### src/tpg_pkg.sv
// package of constants and types for the pattern generator and verifier
package tpg_pkg;

  typedef enum logic [2:0] {
    TPG_MODE_BIST   = 3'h0,
    TPG_MODE_PRBS7  = 3'h1,
    TPG_MODE_PRBS8  = 3'h2,
    TPG_MODE_PRBS10 = 3'h3,
    TPG_MODE_PRBS23 = 3'h4,
    TPG_MODE_HIFREQ = 3'h5,
    TPG_MODE_LOFREQ = 3'h6
  } tpg_mode_t;

  localparam int unsigned TPG_BIST_W = 16;
  localparam int unsigned TPG_WORD_W = 20;
  localparam int unsigned TPG_LFSR_W = 23;

  // polynomial tap positions (1-based exponents)
  localparam int unsigned TPG_P7_A = 7;
  localparam int unsigned TPG_P7_B = 6;
  localparam int unsigned TPG_P8_A = 8;
  localparam int unsigned TPG_P8_B = 7;
  localparam int unsigned TPG_P10_A = 10;
  localparam int unsigned TPG_P10_B = 7;
  localparam int unsigned TPG_P23_A = 23;
  localparam int unsigned TPG_P23_B = 18;

  // serial bits per parallel word in the prbs modes
  localparam logic [4:0] TPG_BITS_8 = 5'h08;
  localparam logic [4:0] TPG_BITS_10 = 5'h0a;

  // word alignment patterns
  localparam logic [15:0] TPG_ALIGN_PRBS7 = 16'h3040;
  localparam logic [15:0] TPG_ALIGN_PRBS8 = 16'hff5a;
  localparam logic [9:0] TPG_ALIGN_PRBS10 = 10'h3ff;
  localparam logic [15:0] TPG_ALIGN_PRBS23 = 16'hffff;

  localparam logic [TPG_LFSR_W-1:0] TPG_SEED = 23'h7fffff;
  localparam logic [7:0] TPG_BYTE_LAST = 8'hff;
  // last fill word index before prbs checking; the extra words flush
  // out whatever the receive path held before the loop settled
  localparam logic [7:0] TPG_PRBS_FILL = 8'h07;
  localparam logic [TPG_WORD_W-1:0] TPG_HI_PAT = 20'haaaaa;
  localparam logic [TPG_WORD_W-1:0] TPG_LO_SW = 20'h7c1f;
  localparam logic [TPG_WORD_W-1:0] TPG_LO_DW = 20'h003ff;

  typedef enum logic [1:0] {
    TPG_VS_IDLE = 2'h0,
    TPG_VS_RUN  = 2'h1,
    TPG_VS_DONE = 2'h3
  } tpg_vstate_t;

endpackage

### src/tpg_lfsr_if.sv
// interface carrying lfsr step requests between the pattern blocks
`timescale 1ns/1ps
`default_nettype none
interface tpg_lfsr_if;
  tpg_pkg::tpg_mode_t mode;
  logic [tpg_pkg::TPG_LFSR_W-1:0] state_in;
  logic [tpg_pkg::TPG_LFSR_W-1:0] state_out;
  logic [tpg_pkg::TPG_WORD_W-1:0] bits_out;
  modport user (output mode, output state_in, input state_out,
                input bits_out);
  modport stepper (input mode, input state_in, output state_out,
                   output bits_out);
endinterface
`default_nettype wire

### src/tpg_lfsr_step.sv
// combinational lfsr advance by one parallel word for every prbs mode
`timescale 1ns/1ps
`default_nettype none
module tpg_lfsr_step (
  tpg_lfsr_if.stepper s
);
  always_comb begin
    logic [tpg_pkg::TPG_LFSR_W-1:0] st;
    logic fb;
    int unsigned ta;
    int unsigned tb;
    int unsigned nb;
    ta = tpg_pkg::TPG_P23_A;
    tb = tpg_pkg::TPG_P23_B;
    nb = 8;
    st = s.state_in;
    fb = 1'b0;
    s.bits_out = '0;
    case (s.mode)
      tpg_pkg::TPG_MODE_PRBS7: begin
        ta = tpg_pkg::TPG_P7_A;
        tb = tpg_pkg::TPG_P7_B;
        nb = 8;
      end
      tpg_pkg::TPG_MODE_PRBS8: begin
        ta = tpg_pkg::TPG_P8_A;
        tb = tpg_pkg::TPG_P8_B;
        nb = 8;
      end
      tpg_pkg::TPG_MODE_PRBS10: begin
        ta = tpg_pkg::TPG_P10_A;
        tb = tpg_pkg::TPG_P10_B;
        nb = 10;
      end
      default: begin
        ta = tpg_pkg::TPG_P23_A;
        tb = tpg_pkg::TPG_P23_B;
        nb = 8;
      end
    endcase
    // fibonacci form, one bit per iteration, msb of word sent first
    for (int i = 0; i < 10; i++) begin
      if (i < nb) begin
        fb = st[ta-1] ^ st[tb-1];
        s.bits_out[nb-1-i] = fb;
        st = {st[tpg_pkg::TPG_LFSR_W-2:0], fb};
        // keep bits above the polynomial order clear
        for (int k = 0; k < tpg_pkg::TPG_LFSR_W; k++) begin
          if (k >= ta) begin
            st[k] = 1'b0;
          end
        end
      end
    end
    s.state_out = st;
  end
endmodule
`default_nettype wire

### src/tpg_top.sv
// per-channel bist and prbs pattern generator with matching verifier
`timescale 1ns/1ps
`default_nettype none
module tpg_top #(
  parameter tpg_pkg::tpg_mode_t MODE = tpg_pkg::TPG_MODE_BIST,
  parameter bit DOUBLE_WIDTH = 1'b0
) (
  input wire logic core_clk_i,
  input wire logic reset_n_i,
  input wire logic tx_pcs_reset_i,
  input wire logic rx_pcs_reset_i,
  input wire logic rx_analog_reset_i,
  input wire logic pll_powerdown_i,
  input wire logic serial_loopback_en_i,
  input wire logic [tpg_pkg::TPG_WORD_W-1:0] rx_aligned_data_i,
  output logic [tpg_pkg::TPG_WORD_W-1:0] tx_serial_word_o,
  output logic [tpg_pkg::TPG_WORD_W-1:0] rx_fabric_data_o,
  output logic serial_loopback_o,
  output logic [15:0] align_pattern_o,
  output logic verify_done_o,
  output logic verify_error_o
);

  // mode is a parameter, fixed at build time
  localparam bit IS_BIST = (MODE == tpg_pkg::TPG_MODE_BIST);
  localparam bit IS_SQ = (MODE == tpg_pkg::TPG_MODE_HIFREQ) ||
                         (MODE == tpg_pkg::TPG_MODE_LOFREQ);
  localparam bit IS_PRBS = !IS_BIST && !IS_SQ;

  typedef struct packed {
    logic [tpg_pkg::TPG_LFSR_W-1:0] gen_lfsr;
    logic [tpg_pkg::TPG_LFSR_W-1:0] ver_lfsr;
    logic [7:0] gen_byte;
    logic [7:0] exp_byte;
    logic [tpg_pkg::TPG_WORD_W-1:0] sq_word;
    logic [tpg_pkg::TPG_WORD_W-1:0] tx_word;
    logic [tpg_pkg::TPG_WORD_W-1:0] rx_fab;
    logic [tpg_pkg::TPG_BIST_W-1:0] loop_word;
    logic loop_vld;
    logic lpbk;
    tpg_pkg::tpg_vstate_t vstate;
    logic done;
    logic err;
  } tpg_state_t;

  tpg_state_t st_r;
  tpg_state_t st_nxt;

  tpg_lfsr_if gen_if ();
  tpg_lfsr_if ver_if ();

  tpg_lfsr_step u_gen_step (
    .s(gen_if.stepper)
  );
  tpg_lfsr_step u_ver_step (
    .s(ver_if.stepper)
  );

  assign gen_if.mode = MODE;
  assign gen_if.state_in = st_r.gen_lfsr;
  assign ver_if.mode = MODE;
  assign ver_if.state_in = st_r.ver_lfsr;

  // reset hold of the flags during pll power-down, and outside bist also during rx analog reset
  logic flag_hold;
  assign flag_hold = IS_BIST ? pll_powerdown_i :
                     (pll_powerdown_i || rx_analog_reset_i);

  logic [tpg_pkg::TPG_WORD_W-1:0] rx_bits;
  logic [9:0] rx_cmp;
  logic prbs_bad;
  logic [7:0] lb_hi;
  logic [7:0] lb_lo;
  logic bist_bad;

  always_comb begin
    rx_bits = rx_aligned_data_i;
    rx_cmp = IS_PRBS && (MODE == tpg_pkg::TPG_MODE_PRBS10) ?
             rx_bits[9:0] : {2'h0, rx_bits[7:0]};
    prbs_bad = (rx_cmp != ver_if.bits_out[9:0]);
    lb_hi = st_r.loop_word[15:8];
    lb_lo = st_r.loop_word[7:0];
    bist_bad = (lb_hi != st_r.exp_byte) ||
               (lb_lo != 8'(st_r.exp_byte + 8'h01));
  end

  always_comb begin
    st_nxt = st_r;
    st_nxt.lpbk = IS_PRBS && serial_loopback_en_i;

    // generator side
    if (tx_pcs_reset_i) begin
      st_nxt.gen_lfsr = tpg_pkg::TPG_SEED;
      st_nxt.gen_byte = 8'h00;
      st_nxt.sq_word = DOUBLE_WIDTH ? tpg_pkg::TPG_LO_DW :
                       tpg_pkg::TPG_LO_SW;
      st_nxt.tx_word = '0;
      st_nxt.loop_vld = 1'b0;
    end else if (IS_BIST) begin
      // two incrementing bytes per 16-bit word, 00..ff wraps
      st_nxt.gen_byte = 8'(st_r.gen_byte + 8'h02);
      st_nxt.tx_word = {4'h0, st_r.gen_byte,
                        8'(st_r.gen_byte + 8'h01)};
      st_nxt.loop_word = {st_r.gen_byte, 8'(st_r.gen_byte + 8'h01)};
      st_nxt.loop_vld = 1'b1;
    end else if (IS_PRBS) begin
      st_nxt.gen_lfsr = gen_if.state_out;
      st_nxt.tx_word = gen_if.bits_out;
    end else if (MODE == tpg_pkg::TPG_MODE_HIFREQ) begin
      st_nxt.tx_word = DOUBLE_WIDTH ? tpg_pkg::TPG_HI_PAT :
                       {10'h000, tpg_pkg::TPG_HI_PAT[9:0]};
    end else begin
      // the word holds whole run pairs, so repeating it keeps runs unbroken
      st_nxt.tx_word = DOUBLE_WIDTH ? st_r.sq_word :
                       {10'h000, st_r.sq_word[9:0]};
    end

    // rx fabric data never shows the bist loopback
    st_nxt.rx_fab = IS_BIST ? '0 : rx_aligned_data_i;

    // verifier side
    if (rx_pcs_reset_i) begin
      st_nxt.ver_lfsr = tpg_pkg::TPG_SEED;
      st_nxt.exp_byte = 8'h00;
      st_nxt.vstate = tpg_pkg::TPG_VS_IDLE;
      if (!flag_hold) begin
        st_nxt.done = 1'b0;
        st_nxt.err = 1'b0;
      end
    end else if (IS_SQ) begin
      st_nxt.done = 1'b0;
      st_nxt.err = 1'b0;
    end else if (IS_BIST) begin
      case (st_r.vstate)
        tpg_pkg::TPG_VS_IDLE: begin
          // lock on the first word that starts the byte cycle
          if (st_r.loop_vld && lb_hi == 8'h00) begin
            st_nxt.exp_byte = 8'h02;
            st_nxt.vstate = tpg_pkg::TPG_VS_RUN;
          end
        end
        tpg_pkg::TPG_VS_RUN: begin
          st_nxt.exp_byte = 8'(st_r.exp_byte + 8'h02);
          if (bist_bad) begin
            st_nxt.err = 1'b1;
            st_nxt.done = 1'b1;
            st_nxt.vstate = tpg_pkg::TPG_VS_DONE;
          end else if (lb_lo == tpg_pkg::TPG_BYTE_LAST) begin
            st_nxt.done = 1'b1;
            st_nxt.vstate = tpg_pkg::TPG_VS_DONE;
          end
        end
        tpg_pkg::TPG_VS_DONE: begin
          // keep checking so later errors still show
          st_nxt.exp_byte = 8'(st_r.exp_byte + 8'h02);
          if (bist_bad) begin
            st_nxt.err = 1'b1;
          end
        end
        default: st_nxt.vstate = tpg_pkg::TPG_VS_IDLE;
      endcase
    end else begin
      // self-synchronising: seed the checker from received bits
      case (st_r.vstate)
        tpg_pkg::TPG_VS_IDLE: begin
          // one word is too short for prbs23, so gather several
          if (MODE == tpg_pkg::TPG_MODE_PRBS10) begin
            st_nxt.ver_lfsr = {st_r.ver_lfsr[12:0], rx_cmp};
          end else begin
            st_nxt.ver_lfsr = {st_r.ver_lfsr[14:0], rx_cmp[7:0]};
          end
          st_nxt.exp_byte = 8'(st_r.exp_byte + 8'h01);
          if (st_r.exp_byte == tpg_pkg::TPG_PRBS_FILL) begin
            st_nxt.vstate = tpg_pkg::TPG_VS_RUN;
          end
        end
        tpg_pkg::TPG_VS_RUN, tpg_pkg::TPG_VS_DONE: begin
          st_nxt.ver_lfsr = ver_if.state_out;
          if (prbs_bad) begin
            st_nxt.err = 1'b1;
            st_nxt.done = 1'b1;
            st_nxt.vstate = tpg_pkg::TPG_VS_DONE;
          end
        end
        default: st_nxt.vstate = tpg_pkg::TPG_VS_IDLE;
      endcase
    end
  end

  always_ff @(posedge core_clk_i or negedge reset_n_i) begin
    if (!reset_n_i) begin
      st_r <= '{gen_lfsr: tpg_pkg::TPG_SEED, ver_lfsr: tpg_pkg::TPG_SEED,
               gen_byte: 8'h00, exp_byte: 8'h00,
               sq_word: DOUBLE_WIDTH ? tpg_pkg::TPG_LO_DW :
               tpg_pkg::TPG_LO_SW,
               tx_word: '0, rx_fab: '0,
               loop_word: '0, loop_vld: 1'b0, lpbk: 1'b0,
               vstate: tpg_pkg::TPG_VS_IDLE, done: 1'b0, err: 1'b0};
    end else begin
      st_r <= st_nxt;
    end
  end

  // alignment pattern is a static per-mode constant, registered
  logic [15:0] align_r;
  always_ff @(posedge core_clk_i or negedge reset_n_i) begin
    if (!reset_n_i) begin
      align_r <= 16'h0000;
    end else begin
      case (MODE)
        tpg_pkg::TPG_MODE_PRBS7: begin
          align_r <= tpg_pkg::TPG_ALIGN_PRBS7;
        end
        tpg_pkg::TPG_MODE_PRBS8: begin
          align_r <= tpg_pkg::TPG_ALIGN_PRBS8;
        end
        tpg_pkg::TPG_MODE_PRBS10: begin
          align_r <= {6'h00, tpg_pkg::TPG_ALIGN_PRBS10};
        end
        tpg_pkg::TPG_MODE_PRBS23: begin
          align_r <= tpg_pkg::TPG_ALIGN_PRBS23;
        end
        default: align_r <= 16'h0000;
      endcase
    end
  end

  assign tx_serial_word_o = st_r.tx_word;
  assign rx_fabric_data_o = st_r.rx_fab;
  assign serial_loopback_o = st_r.lpbk;
  assign align_pattern_o = align_r;
  assign verify_done_o = st_r.done;
  assign verify_error_o = st_r.err;

  property p_err_sticky;
    @(posedge core_clk_i) disable iff (!reset_n_i)
      verify_error_o && !(rx_pcs_reset_i && !flag_hold) |=> verify_error_o;
  endproperty
  a_err_sticky: assert property (p_err_sticky)
    else $error("error flag dropped without verifier reset");

  property p_done_sticky;
    @(posedge core_clk_i) disable iff (!reset_n_i)
      verify_done_o && !rx_pcs_reset_i |=> verify_done_o;
  endproperty
  a_done_sticky: assert property (p_done_sticky)
    else $error("done flag dropped");

  property p_err_implies_done;
    @(posedge core_clk_i) disable iff (!reset_n_i)
      verify_error_o |-> verify_done_o;
  endproperty
  a_err_implies_done: assert property (p_err_implies_done)
    else $error("error without done");

  property p_hold_flags;
    @(posedge core_clk_i) disable iff (!reset_n_i)
      rx_pcs_reset_i && flag_hold && verify_done_o |=> verify_done_o;
  endproperty
  a_hold_flags: assert property (p_hold_flags)
    else $error("flags cleared during power-down");

  property p_clear_flags;
    @(posedge core_clk_i) disable iff (!reset_n_i)
      rx_pcs_reset_i && !flag_hold |=> !verify_done_o && !verify_error_o;
  endproperty
  a_clear_flags: assert property (p_clear_flags)
    else $error("verifier reset did not clear flags");

  property p_no_fabric_bist;
    @(posedge core_clk_i) disable iff (!reset_n_i)
      IS_BIST |-> rx_fabric_data_o == '0;
  endproperty
  a_no_fabric_bist: assert property (p_no_fabric_bist)
    else $error("bist data leaked to fabric");

  property p_sq_no_flags;
    @(posedge core_clk_i) disable iff (!reset_n_i)
      IS_SQ && !rx_pcs_reset_i |=> !verify_done_o && !verify_error_o;
  endproperty
  a_sq_no_flags: assert property (p_sq_no_flags)
    else $error("square pattern raised a flag");

  property p_bist_incr;
    @(posedge core_clk_i) disable iff (!reset_n_i)
      IS_BIST && !tx_pcs_reset_i ##1 !tx_pcs_reset_i ##1 !tx_pcs_reset_i |=>
        tx_serial_word_o[15:8] == 8'($past(tx_serial_word_o[15:8]) + 8'h02);
  endproperty
  a_bist_incr: assert property (p_bist_incr)
    else $error("bist bytes not incrementing");

  property p_lpbk;
    @(posedge core_clk_i) disable iff (!reset_n_i)
      serial_loopback_en_i |=> serial_loopback_o == IS_PRBS;
  endproperty
  a_lpbk: assert property (p_lpbk)
    else $error("loopback enable not followed");

  property p_lpbk_off;
    @(posedge core_clk_i) disable iff (!reset_n_i)
      !serial_loopback_en_i |=> !serial_loopback_o;
  endproperty
  a_lpbk_off: assert property (p_lpbk_off)
    else $error("loopback stayed on after enable dropped");

  property p_tx_reset_clear;
    @(posedge core_clk_i) disable iff (!reset_n_i)
      tx_pcs_reset_i |=> tx_serial_word_o == '0;
  endproperty
  a_tx_reset_clear: assert property (p_tx_reset_clear)
    else $error("generator not cleared by tx reset");

  property p_bist_done_at_end;
    @(posedge core_clk_i) disable iff (!reset_n_i)
      IS_BIST && st_r.vstate == tpg_pkg::TPG_VS_RUN &&
      lb_lo == tpg_pkg::TPG_BYTE_LAST && !bist_bad && !rx_pcs_reset_i
      |=> verify_done_o;
  endproperty
  a_bist_done_at_end: assert property (p_bist_done_at_end)
    else $error("done not raised after full byte cycle");

  property p_prbs_err_on_bad;
    @(posedge core_clk_i) disable iff (!reset_n_i)
      IS_PRBS && st_r.vstate != tpg_pkg::TPG_VS_IDLE && prbs_bad &&
      !rx_pcs_reset_i |=> verify_error_o && verify_done_o;
  endproperty
  a_prbs_err_on_bad: assert property (p_prbs_err_on_bad)
    else $error("prbs mismatch did not raise the flags");

endmodule
`default_nettype wire

### config.mk
export PLATFORM = sky130hd
export DESIGN_NAME = tpg_top
export DESIGN_NICKNAME = d
export VERILOG_FILES = /design/src/tpg_pkg.sv /design/src/tpg_lfsr_if.sv /design/src/tpg_lfsr_step.sv /design/src/tpg_top.sv
export SDC_FILE = /design/constraint.sdc
export NUM_CORES = 1
export LEC_CHECK = 0
export ABC_AREA = 1
export BUFFER_PORTS_ARGS = -buffer_cell sky130_fd_sc_hd__buf_2
export CAP_MARGIN = 20
export CELL_PAD_IN_SITES_DETAIL_PLACEMENT = 0
export CELL_PAD_IN_SITES_GLOBAL_PLACEMENT = 2
export CORE_MARGIN = 10
export CORE_UTILIZATION = 25
export DETAILED_ROUTE_END_ITERATION = 8
export GPL_ROUTABILITY_DRIVEN = 0
export HOLD_SLACK_MARGIN = 0.05
export PLACE_DENSITY_LB_ADDON = 0.1
export SLEW_MARGIN = 40
export SYNTH_ARGS = -nofsm -noshare
export SYNTH_HDL_FRONTEND = slang
export SYNTH_HIERARCHICAL = 1
export SYNTH_SLANG_ARGS = --single-unit
### constraint.sdc
create_clock -name core_clk_i -period 1.1 [get_ports core_clk_i]
set_input_delay 0.11 -clock core_clk_i [delete_from_list [all_inputs] [get_ports core_clk_i]]
set_output_delay 0.11 -clock core_clk_i [all_outputs]
set_load 0.05 [all_outputs]
**Word-level counts from Yosys, hierarchy flattened**

Cells that the tools add are included.
W data, S select, Z words.

- Reductions and logical operators: 14
- Mux-type cells: 15
- Equal/unequal tests: 9
- Add/sub/neg operators: 4

Operators by type and width:

| cell | number |
|---|---|
| $mux W8 | 3 |
| $add A8 B1 Y8 const B | 2 |
| $add A8 B2 Y8 const B | 2 |
| $mux W16 | 1 |
| $ne A8 B8 Y1 | 2 |
| $pmux W8 S2 | 1 |
| $reduce_and A3 Y1 | 3 |
| $eq A8 B8 Y1 const B | 1 |
| $logic_not A8 Y1 | 1 |
| $mux W3 | 2 |
| $pmux W2 S3 | 1 |
| $reduce_bool A2 Y1 | 3 |
| $reduce_bool A3 Y1 | 2 |
| $mux W1 | 4 |
| $mux W2 | 2 |
| $mux W4 | 1 |
| $ne A2 B2 Y1 const B | 2 |
| $ne A4 B4 Y1 const B | 1 |
| $ne A3 B3 Y1 const B | 1 |
| $eq A2 B1 Y1 const B | 1 |
| $eq A2 B2 Y1 const B | 1 |
| $logic_not A2 Y1 | 1 |
| $reduce_and A2 Y1 | 1 |
| $reduce_or A2 Y1 | 1 |
| other kinds (2) | 2 |

- Word-level logic and storage cells: 50
- Output and inout port bits: 59
- Bits in registers: 57

**Depth between registers and ports, before layout**

Gate-level depths: netlist of run 1.

- Word-level depth: 6
- Gate-level depth with buffers: 10

**Least setup slack after synthesis of run 1**

No wires, ideal clock.

- Kind: register -> register
- Start point: register st_r[83] (netlist bit)
- End point: register st_r[89] (netlist bit)
- Cell stages (with the launch flop): 8
- Arrival time: 1.056 ns
- Clock period less this slack: 1.139 ns
- Setup slack: -0.039 ns
- Required time: 1.017 ns
- Buffers on the path: 0
- Path through: dfrtp_1 ha_1 nand2_1 nor2_1 inv_1 o21ai_0 nand4_1 o21ai_0

- Cells in the longest elaborated chain, start to end: 3

RTL lines:

| what | RTL line | RTL |
|---|---|---|
| start: declaration | tpg_top.sv:46 | `tpg_state_t st_r;` |
| start signal: assignment | tpg_top.sv:192 | `st_r <= '{gen_lfsr: tpg_pkg::TPG_SEED, ver_lfsr: tpg_pkg::TPG_SEED,` |
| start signal: assignment | tpg_top.sv:200 | `st_r <= st_nxt;` |
| $add A8 B2 Y8 | tpg_top.sv:143, tpg_top.sv:155 |  |
| $pmux W8 S2 | tpg_top.sv:134 | `case (st_r.vstate)` |
| $mux W8 | tpg_top.sv:122 | `if (rx_pcs_reset_i) begin` |

Every way passes these cells.
A chain may end at the register's enable or synchronous reset.

**Final worst setup path of run 1**

- Start point: register st_r[87] (netlist bit)
- End point: register st_r[3] (netlist bit)

- Cells in the longest elaborated chain, start to end: 6

RTL lines:

| what | RTL line | RTL |
|---|---|---|
| $add A8 B1 Y8 | -- |  |
| $ne A8 B8 Y1 | tpg_top.sv:84 | `(lb_lo != 8'(st_r.exp_byte + 8'h01));` |
| $logic_or A1 B1 Y1 (*) | tpg_top.sv:83 | `bist_bad = (lb_hi != st_r.exp_byte) \|\|` |
| $mux W3 | tpg_top.sv:144 | `if (bist_bad) begin` |
| $pmux W2 S3 | tpg_top.sv:134 |  |
| $mux W4 | tpg_top.sv:122 |  |

Mark *: on every way between the ends. The rest lies on a longest branch, timed or not.

==> results.json, run 1 <==
{
  "synth_area_leaders": "dfrtp_1 (48%), buf_4 (18%), nand2_1 (8.0%)",
  "die_area_mm2": 0.01406,
  "met2_length_mm": 2.848,
  "start_util_pct": 25.93,
  "yosys.cell_types.count": 25,
  "pre_cts_slack_ps": -250.9,
  "syn_inst": 288,
  "combPwrFrac_pct": 24.3,
  "cts_max_path_buffers": 2,
  "worst_ep_required_time_ps": 1310,
  "overflow": 0,
  "fin_skew_ps": 4.036,
  "cts_root_buffer": "clkbuf_8",
  "routed-via-count": 1865,
  "diodes": 0,
  "switching_share_pct": 36.63,
  "finalCriticalPeriod_ps": 1271,
  "placed_area_mm2": 0.002738,
  "grtUsageTotal_pct": 8.842,
  "min_path_type": "in2reg",
  "hp-start": "tx_pcs_reset_i",
  "final_area_mm2": 0.003085,
  "critPathArrivalTime_ps": 1480,
  "p_sw_mw": 1.452,
  "p_leak_nw": 1.592,
  "period_share_pct": 115.5,
  "synth_most_common_cell": "buf_4",
  "fin_nets": 377,
  "rr_startpoint": "st_r[87]",
  "async_flop_share_pct": 100.0,
  "status": "finished with violations",
  "grt_max_degree": 19,
  "rsz0062_at_grt": "yes",
  "grt_pass1_vias": 2011,
  "fillers": 1032,
  "finalWirelength_mm": 6.242,
  "ant_nets": 0,
  "wl_met3_um": 297,
  "internal_power_mw": 2.513,
  "ys_warn_count": 6,
  "max_cap_violations": 0,
  "drive_gt1_share_pct": 36.68,
  "hold_path_end": "tx_serial_word_o[6]",
  "clock_latency_ps": 310,
  "m1WireLength_mm": 3.012,
  "max_freq_ghz": 0.7870,
  "syn_area_per_cell_um2": 8.437,
  "viasPerCell": 3.902,
  "tritoncts": "built",
  "path_clk_slew_ps": 100,
  "path_class": "reg2reg",
  "ctsHtreeMaxLevel": 2,
  "rows": 35,
  "dr.max_layer_used": "met4",
  "hold_viol": 0,
  "clkSinkCount": 47,
  "die_x_um": 118.6,
  "chipHeight_um": 118.6,
  "r2r_end": "st_r[3]",
  "drcViolationCount": 0,
  "cp-end-kind": "flop",
  "setup_tns_ps": -1489,
  "area_delta_synth_final_pct": 26.98,
  "ys_ff_latch": 47,
  "slew_viol_final": 0,
  "port_buffers": 22,
  "dp_hpwl_mm": 4.790,
  "synthTopCellsByCount": "buf_4 (57), nand2_1 (52), dfrtp_1 (47), inv_1 (38), nor2_1 (28)",
  "r2r_slack_ps": -170,
  "antenna_found_initial": 0,
  "crit_fanout": 4,
  "first_pass_iters": 4,
  "drt_iter0_drc": 48,
  "ioPinCount": 86,
  "worstRegToRegCells": 9,
  "synth-seq-area-share_pct": 48.40,
  "pwr-share-seq_pct": 47.0,
  "setup_viol": 12,
  "synth_edf_count": 0,
  "synth_top_area_share_pct": 48.40,
  "routedWlPerCell_um": 13.06,
  "syn_area_mm2": 0.002430,
  "cts_buffers": 5,
  "min_path_cells": 2,
  "ir_drop_uv": 407.9,
  "p_per_area_mw_per_mm2": 1285,
  "yosysTopAreaCell": "dfrtp_1",
  "pwr-share-clk_pct": 28.7,
  "core_mm2": 0.009371,
  "grt_pass1_wl_mm": 10.14,
  "violations": "setup timing",
  "synth_ff_type": "dfrtp_1",
  "setup_slack_ps": -170.7,
  "startpoint_type": "flop"
}
-- cells by family (layout without fill, tap and decap cells) --
logic type | count (synthesis) | in the layout | synth area share, %
AND/OR/NAND/NOR | 103 | 103 | 17.97
buffers and inverters | 101 | 121 | 24.51
flip-flops | 47 | 47 | 48.40
AO/OA/AOI/OAI | 33 | 33 | 7.569
adder cells (fa/ha/maj) | 2 | 2 | 1.030
other | 1 | 42 | 0.1543
XOR/XNOR | 1 | 1 | 0.3605
-- stage by stage --
stage / total power [mW] / hold WS [ps] / std cells / util (%)
floorplan: 2.646 / -185.6 / 329 / -
global placement: 2.785 / 76.93 / 457 / 29.21
detailed placement: 2.780 / 75.38 / 457 / 29.21
CTS: 3.985 / 71.41 / 473 / 31.42
global route: 4.170 / 88.70 / 478 / 32.92
finish: 3.965 / 85.74 / 478 / 32.92
-- routing by layer --
layer,up-vias,GRT usage (%)
li1,920,-
met1,886,11.16
met2,53,14.38
met3,6,2.142
met4,0,2.977
met5,-,0
-- critical path, cell delays in order (launching register included) --
cell     delay [ps]
dfrtp_1         440
inv_2            80
nand2_2          60
nand2_1          80
nor2_2          120
nand2_2          70
nor2_4          110
nand3_2          80
nand3_2          80
nand2_1          60
-- how the worst max path moves through the flow --
stage	slack, ps	from	to
floorplan	-40	st_r[83]	st_r[89]
global placement	-250	lb_lo[1]	st_r[87]
detailed placement	-250	lb_lo[1]	st_r[87]
CTS	-170	st_r[87]	st_r[3]
global route	-250	st_r[89]	st_r[3]
finish	-170	st_r[87]	st_r[3]
-- power groups by stage --
stage	registers (mW)	logic (mW)	clock network [mW]
global route	1.88	1.04	1.25
CTS	1.86	0.926	1.20
floorplan	1.95	0.697	0
global placement	1.89	0.892	0
finish	1.86	0.964	1.14
detailed placement	1.89	0.886	0
-- timing repair --
item | 4_1_cts | 5_1_grt
hold buffers | 2 | 0
setup buffers | 6 | 6
gates resized for setup | 29 | 33
gates cloned | 0 | 0
setup endpoints to repair | 13 | 14
endpoints found under the hold margin | 14 | 0
pin swaps | 17 | 16
-- sequential cells by signal, summed over array words and instances (netlist names) --
signal	cells
tx_serial_word_o	16
lb_lo	7
lb_hi	5
verify_error_o	1
verify_done_o	1
st_r	17
-- cell usage in the layout (no fill, tap or decap), types with 8 or more instances in the layout --
cell	Yosys	routed
o21ai_1	0	8
buf_4	57	41
inv_2	2	11
conb_1	1	42
nand4_1	10	10
nand2_2	0	8
inv_1	38	29
o21ai_0	19	9
dfrtp_1	47	45
nand2_1	52	41
buf_2	2	22
nor2_1	28	18
-- cell type report --
cell class | count | area, um^2 | share of cell area (%)
clock buffers | 5 | 68.82 | 2.230
inverters | 40 | 150.1 | 4.866
flip-flops and latches | 47 | 1179 | 38.20
multi-input cells | 181 | 949.7 | 30.78
repair buffers | 73 | 554.3 | 17.96
well taps | 129 | 161.4 | 5.231
clock inverters | 3 | 22.52 | 0.7299
(Power assumes the default switching activity.)
==> run 2: changes to the inputs <==
--- a/config.mk
+++ b/config.mk
@@ -11,7 +11,7 @@
 export CELL_PAD_IN_SITES_DETAIL_PLACEMENT = 0
 export CELL_PAD_IN_SITES_GLOBAL_PLACEMENT = 2
 export CORE_MARGIN = 10
-export CORE_UTILIZATION = 25
+export CORE_UTILIZATION = 28
 export DETAILED_ROUTE_END_ITERATION = 8
 export GPL_ROUTABILITY_DRIVEN = 0
 export HOLD_SLACK_MARGIN = 0.05
==> constraint.sdc (replaced) <==
create_clock -name core_clk_i -period 1.2 [get_ports core_clk_i]
set_input_delay 0.12 -clock core_clk_i [delete_from_list [all_inputs] [get_ports core_clk_i]]
set_output_delay 0.12 -clock core_clk_i [all_outputs]
set_load 0.05 [all_outputs]
==> results.json, run 2 (synthesis gave the netlist of run 1 again) <==
{
  "ant_nets": 0,
  "crit_fanout": 3,
  "path_class": "reg2reg",
  "overflow": 0,
  "final_area_mm2": 0.003004,
  "p_leak_nw": 1.573,
  "core_mm2": 0.008341,
  "slew_viol_final": 0,
  "hold_viol": 0,
  "p_per_area_mw_per_mm2": 1209,
  "hp-start": "pll_powerdown_i",
  "setup_slack_ps": -79.33,
  "die_x_um": 113.2,
  "startpoint_type": "flop",
  "violations": "setup timing",
  "crit_family": "simple AND/OR/NAND/NOR gates",
  "largest_register_ffs": 17,
  "max_cap_violations": 0,
  "path_clk_slew_ps": 100,
  "pwr-share-clk_pct": 28.2,
  "internal_power_mw": 2.306,
  "drcViolationCount": 0,
  "min_path_type": "in2reg",
  "fin_skew_ps": 4.973,
  "fin_nets": 374,
  "cts_buffers": 5,
  "whs_ps": 134.2,
  "switching_share_pct": 36.48,
  "fin_util_pct": 36.02,
  "placed_area_mm2": 0.002655,
  "chipHeight_um": 113.2,
  "p_sw_mw": 1.325,
  "hold_path_end": "verify_error_o",
  "path_cells": "buf_6, nand2_2, nand2_2, nor2_2, nand2_1, nor2_2, nand3_2, nand3_2, nand2_1",
  "top_register": "st_r",
  "ctsHtreeMaxLevel": 2,
  "die_area_mm2": 0.01280,
  "routedWlPerCell_um": 13.33,
  "ioPinCount": 86,
  "diodes": 0,
  "status": "finished with violations",
  "r2r_slack_ps": -80,
  "viasPerCell": 4.062,
  "min_path_cells": 4,
  "ir_drop_uv": 478.0,
  "start_util_pct": 29.13,
  "setup_viol": 7,
  "rr_startpoint": "st_r[83]",
  "rows": 33,
  "slowest_delay_ps": 420,
  "cts_root_buffer": "clkbuf_8",
  "grt_max_degree": 48,
  "ff_latch_area_mm2": 0.001180,
  "combPwrFrac_pct": 24.8,
  "clock_latency_ps": 310,
  "port_buffers": 22,
  "critPathArrivalTime_ps": 1490,
  "finalWirelength_mm": 6.013,
  "area_delta_synth_final_pct": 23.64,
  "max_freq_ghz": 0.7817,
  "cts_max_path_buffers": 2,
  "r2r_end": "verify_done_o",
  "routed-via-count": 1832,
  "clkSinkCount": 47,
  "drt_iter0_drc": 52,
  "tritoncts": "built",
  "worstRegToRegCells": 9,
  "rsz0062_at_grt": "yes",
  "finalCriticalPeriod_ps": 1279,
  "grtUsageTotal_pct": 9.572,
  "fillers": 885,
  "mostFrequentLayoutCells": "dfrtp_1 (44), nand2_1 (43), conb_1 (42), buf_4 (40), inv_1 (30)",
  "dp_hpwl_mm": 4.459,
  "multi_input_area_um2": 944.7,
  "pwr-share-seq_pct": 47.0,
  "drive_gt1_share_pct": 36.13,
  "cp-end-kind": "flop",
  "grt_pass1_vias": 1933,
  "first_pass_iters": 5,
  "worst_ep_required_time_ps": 1410,
  "slowest_stage": "dfrtp_1",
  "grt_pass1_wl_mm": 9.901,
  "final_common_cell": "dfrtp_1",
  "period_share_pct": 106.6,
  "critPathBufInv": 1,
  "antenna_found_initial": 0
}
-- run 2: cell count changes in the layout (fill, tap and decap cells not counted), moves of 2 or more --
cell     previous run  this run
nor2_2              7        10
buf_12              3         1
nor2_4              4         2
nand2_1            41        43
o21ai_1             8         6
-- run 2: what timing repair did --
item                       in CTS  in global routing
gates resized for setup        25                 37
setup endpoints to repair      10                 14
setup buffers                   7                  5
hold endpoints to repair       48                  0
hold buffers                    2                  0
pin swaps                      15                 21
-- run 2: stage by stage --
stage	TNS (ps)	instances	power [mW]	worst slack (ps)
after CTS	-613.5	447	3.632	-97.28
final	-249.1	451	3.631	-79.33
after global placement	-1233	430	2.537	-170.4
after floorplan	0	329	2.423	61.12
after global routing	-1451	451	3.817	-179.8
after detailed placement	-1135	430	2.532	-161.2
-- run 2: worst register-to-register path, stage by stage (launching register included) --
cell and delay [ps]:
dfrtp_1 420, buf_6 140, nand2_2 60, nand2_2 50, nor2_2 90, nand2_1 60
nor2_2 120, nand3_2 100, nand3_2 80, nand2_1 50
-- run 2: per-layer routing --
layer / part of all wire, % / vias to the layer above / global-route usage (%)
li1: - / 914 / -
met1: 48 / 863 / 12.11
met4: 1.4 / 0 / 3.553
met5: 0 / - / 0
met3: 4.8 / 4 / 3.011
met2: 46 / 51 / 14.90
-- run 2: worst max path at each step --
stage	start	to	slack (ps)	cells past startpoint
final	st_r[83]	verify_done_o	-80	9
after global routing	lb_hi[7]	verify_done_o	-180	9
after CTS	lb_hi[7]	verify_done_o	-100	10
after detailed placement	lb_hi[5]	st_r[84]	-160	6
after global placement	lb_lo[1]	st_r[89]	-170	6
after floorplan	st_r[83]	st_r[89]	60	7
-- run 2: power groups by stage --
stage	logic, mW	clock network (mW)	registers, mW
after floorplan	0.637	0	1.79
after global placement	0.803	0	1.73
after detailed placement	0.798	0	1.73
after CTS	0.851	1.08	1.70
after global routing	0.970	1.13	1.72
final	0.900	1.02	1.71
-- run 2: area by class of cell --
type                       instances  area share (%)
multi-input combinational        181           31.45
clock inverter                     3          0.7497
inverter                          40           4.998
sequential                        47           39.28
clock buffer                       5           2.291
tap                              105           4.373
timing repair buffer              70           16.87
==> run 3: changes to the inputs <==
--- a/config.mk
+++ b/config.mk
@@ -10,8 +10,10 @@
 export CAP_MARGIN = 20
 export CELL_PAD_IN_SITES_DETAIL_PLACEMENT = 0
 export CELL_PAD_IN_SITES_GLOBAL_PLACEMENT = 2
+export CORE_ASPECT_RATIO = 2
 export CORE_MARGIN = 10
 export CORE_UTILIZATION = 28
+export CTS_CLUSTER_SIZE = 25
 export DETAILED_ROUTE_END_ITERATION = 8
 export GPL_ROUTABILITY_DRIVEN = 0
 export HOLD_SLACK_MARGIN = 0.05
==> constraint.sdc (replaced) <==
create_clock -name core_clk_i -period 1.45 [get_ports core_clk_i]
set_input_delay 0.145 -clock core_clk_i [delete_from_list [all_inputs] [get_ports core_clk_i]]
set_output_delay 0.145 -clock core_clk_i [all_outputs]
set_load 0.05 [all_outputs]
==> results.json, run 3 (synthesis gave the netlist of run 1 again) <==
{
  "die_x_um": 85.87,
  "routedWlPerCell_um": 14.63,
  "ctsHtreeMaxLevel": 2,
  "port_buffers": 22,
  "hp-start": "tx_pcs_reset_i",
  "setup_slack_ps": 117.1,
  "stdcell_count": 408,
  "crit_fanout": 3,
  "viasPerCell": 4.120,
  "antenna_found_initial": 0,
  "drt_iter0_drc": 86,
  "max_freq_ghz": 0.7503,
  "path_clk_slew_ps": 60,
  "largest_register_ffs": 17,
  "rsz0062_at_grt": "yes",
  "dpl.cell_count": 397,
  "power_mw": 3.198,
  "grt_pass1_wl_mm": 9.563,
  "hold_path_end": "tx_serial_word_o[15]",
  "cts_root_buffer": "clkbuf_16",
  "p_leak_nw": 1.380,
  "die_area_mm2": 0.01303,
  "grtUsageTotal_pct": 9.623,
  "dp_hpwl_mm": 4.801,
  "ant_nets": 0,
  "clkSinkCount": 47,
  "max_cap_violations": 0,
  "rows": 48,
  "fin_skew_ps": 2.419,
  "start_util_pct": 28.49,
  "setup_viol": 0,
  "cts_buffers": 5,
  "path_class": "reg2reg",
  "worstRegToRegCells": 9,
  "area_delta_synth_final_pct": 8.651,
  "startpoint_type": "flop",
  "mostFrequentLayoutCells": "nand2_1 (49), dfrtp_1 (43), conb_1 (42), inv_1 (35), nor2_1 (25)",
  "critPathArrivalTime_ps": 1520,
  "grt_max_degree": 32,
  "clock_latency_ps": 290,
  "min_path_cells": 2,
  "r2r_end": "verify_done_o",
  "cts_max_path_buffers": 2,
  "worst_ep_required_time_ps": 1640,
  "routed-via-count": 1681,
  "drcViolationCount": 0,
  "finalCriticalPeriod_ps": 1333,
  "period_share_pct": 91.92,
  "first_pass_iters": 4,
  "ioPinCount": 86,
  "status": "finished, final reports clean",
  "p_per_area_mw_per_mm2": 1211,
  "diodes": 0,
  "cp-end-kind": "flop",
  "chipHeight_um": 151.7,
  "overflow": 0,
  "finalWirelength_mm": 5.970,
  "min_path_type": "in2reg",
  "fin_nets": 336,
  "whs_ps": 117.5,
  "rr_startpoint": "st_r[87]",
  "ir_drop_uv": 680.3,
  "grt_pass1_vias": 1882,
  "tritoncts": "built",
  "slew_viol_final": 0,
  "hold_viol": 0,
  "core_mm2": 0.008528,
  "top_register": "st_r",
  "pre_cts_slack_ps": -7.051,
  "final_common_cell": "nand2_1",
  "r2r_slack_ps": 120,
  "drive_gt1_share_pct": 19.48
}
run 3: repair_timing:
item | CTS | global route
endpoints found under the setup margin | 2 | 9
hold buffers | 1 | 0
endpoints found under the hold margin | 16 | 0
pin swaps | 0 | 5
gates resized for setup | 2 | 14
buffers inserted | 0 | 2
run 3: worst max-delay path by stage:
stage          startpoint             to
5_1_grt          st_r[87]  verify_done_o
6_report         st_r[87]  verify_done_o
3_3_place_gp     st_r[83]  verify_done_o
3_5_place_dp     st_r[83]  verify_done_o
2_1_floorplan    st_r[83]       st_r[89]
4_1_cts          lb_lo[1]  verify_done_o
run 3: power breakdown:
part           internal [mW]  leakage (nW)  switching [mW]
registers               1.37         0.623          0.0484
clock network          0.637        0.0669           0.509
logic                  0.116         0.690           0.517
total                   2.12          1.38            1.07
run 3: through the flow:
stage / instance area (um^2) / util (%) / setup TNS, ps
global placement: 2439 / 28.59 / -26.69
floorplan: 2584 / - / 0
CTS: 2597 / 30.46 / 0
global route: 2640 / 30.96 / -8.134
finish: 2640 / 30.96 / 0
detailed placement: 2439 / 28.59 / -12.35
run 3: final cells by class:
cell class / count / area [um^2]
timing repair buffer: 32 / 200.2
sequential: 47 / 1181
clock inverter: 2 / 12.51
fill: 939 / 5888
multi-input combinational: 181 / 842.1
clock buffer: 6 / 128.9
inverter: 40 / 150.1
tap: 100 / 125.1
run 3: layer usage:
layer  routed length (um)  global-route usage, %  vias to the layer above
met5                    0                      0                        -
met4                  135                  4.719                        0
met3                  254                  2.248                        5
met2                 3593                  19.43                       49
met1                 1987                  8.275                      790
li1                     -                      -                      837
run 3: worst max-delay path: stages (launching register included):
cell and delay [ps]:
dfrtp_1 400, buf_4 140, nand2_1 50, nand2_1 50
nor2_1 90, nand2_1 90, nor2_4 150, nand3_2 110
nand3_2 90, nand2_1 50
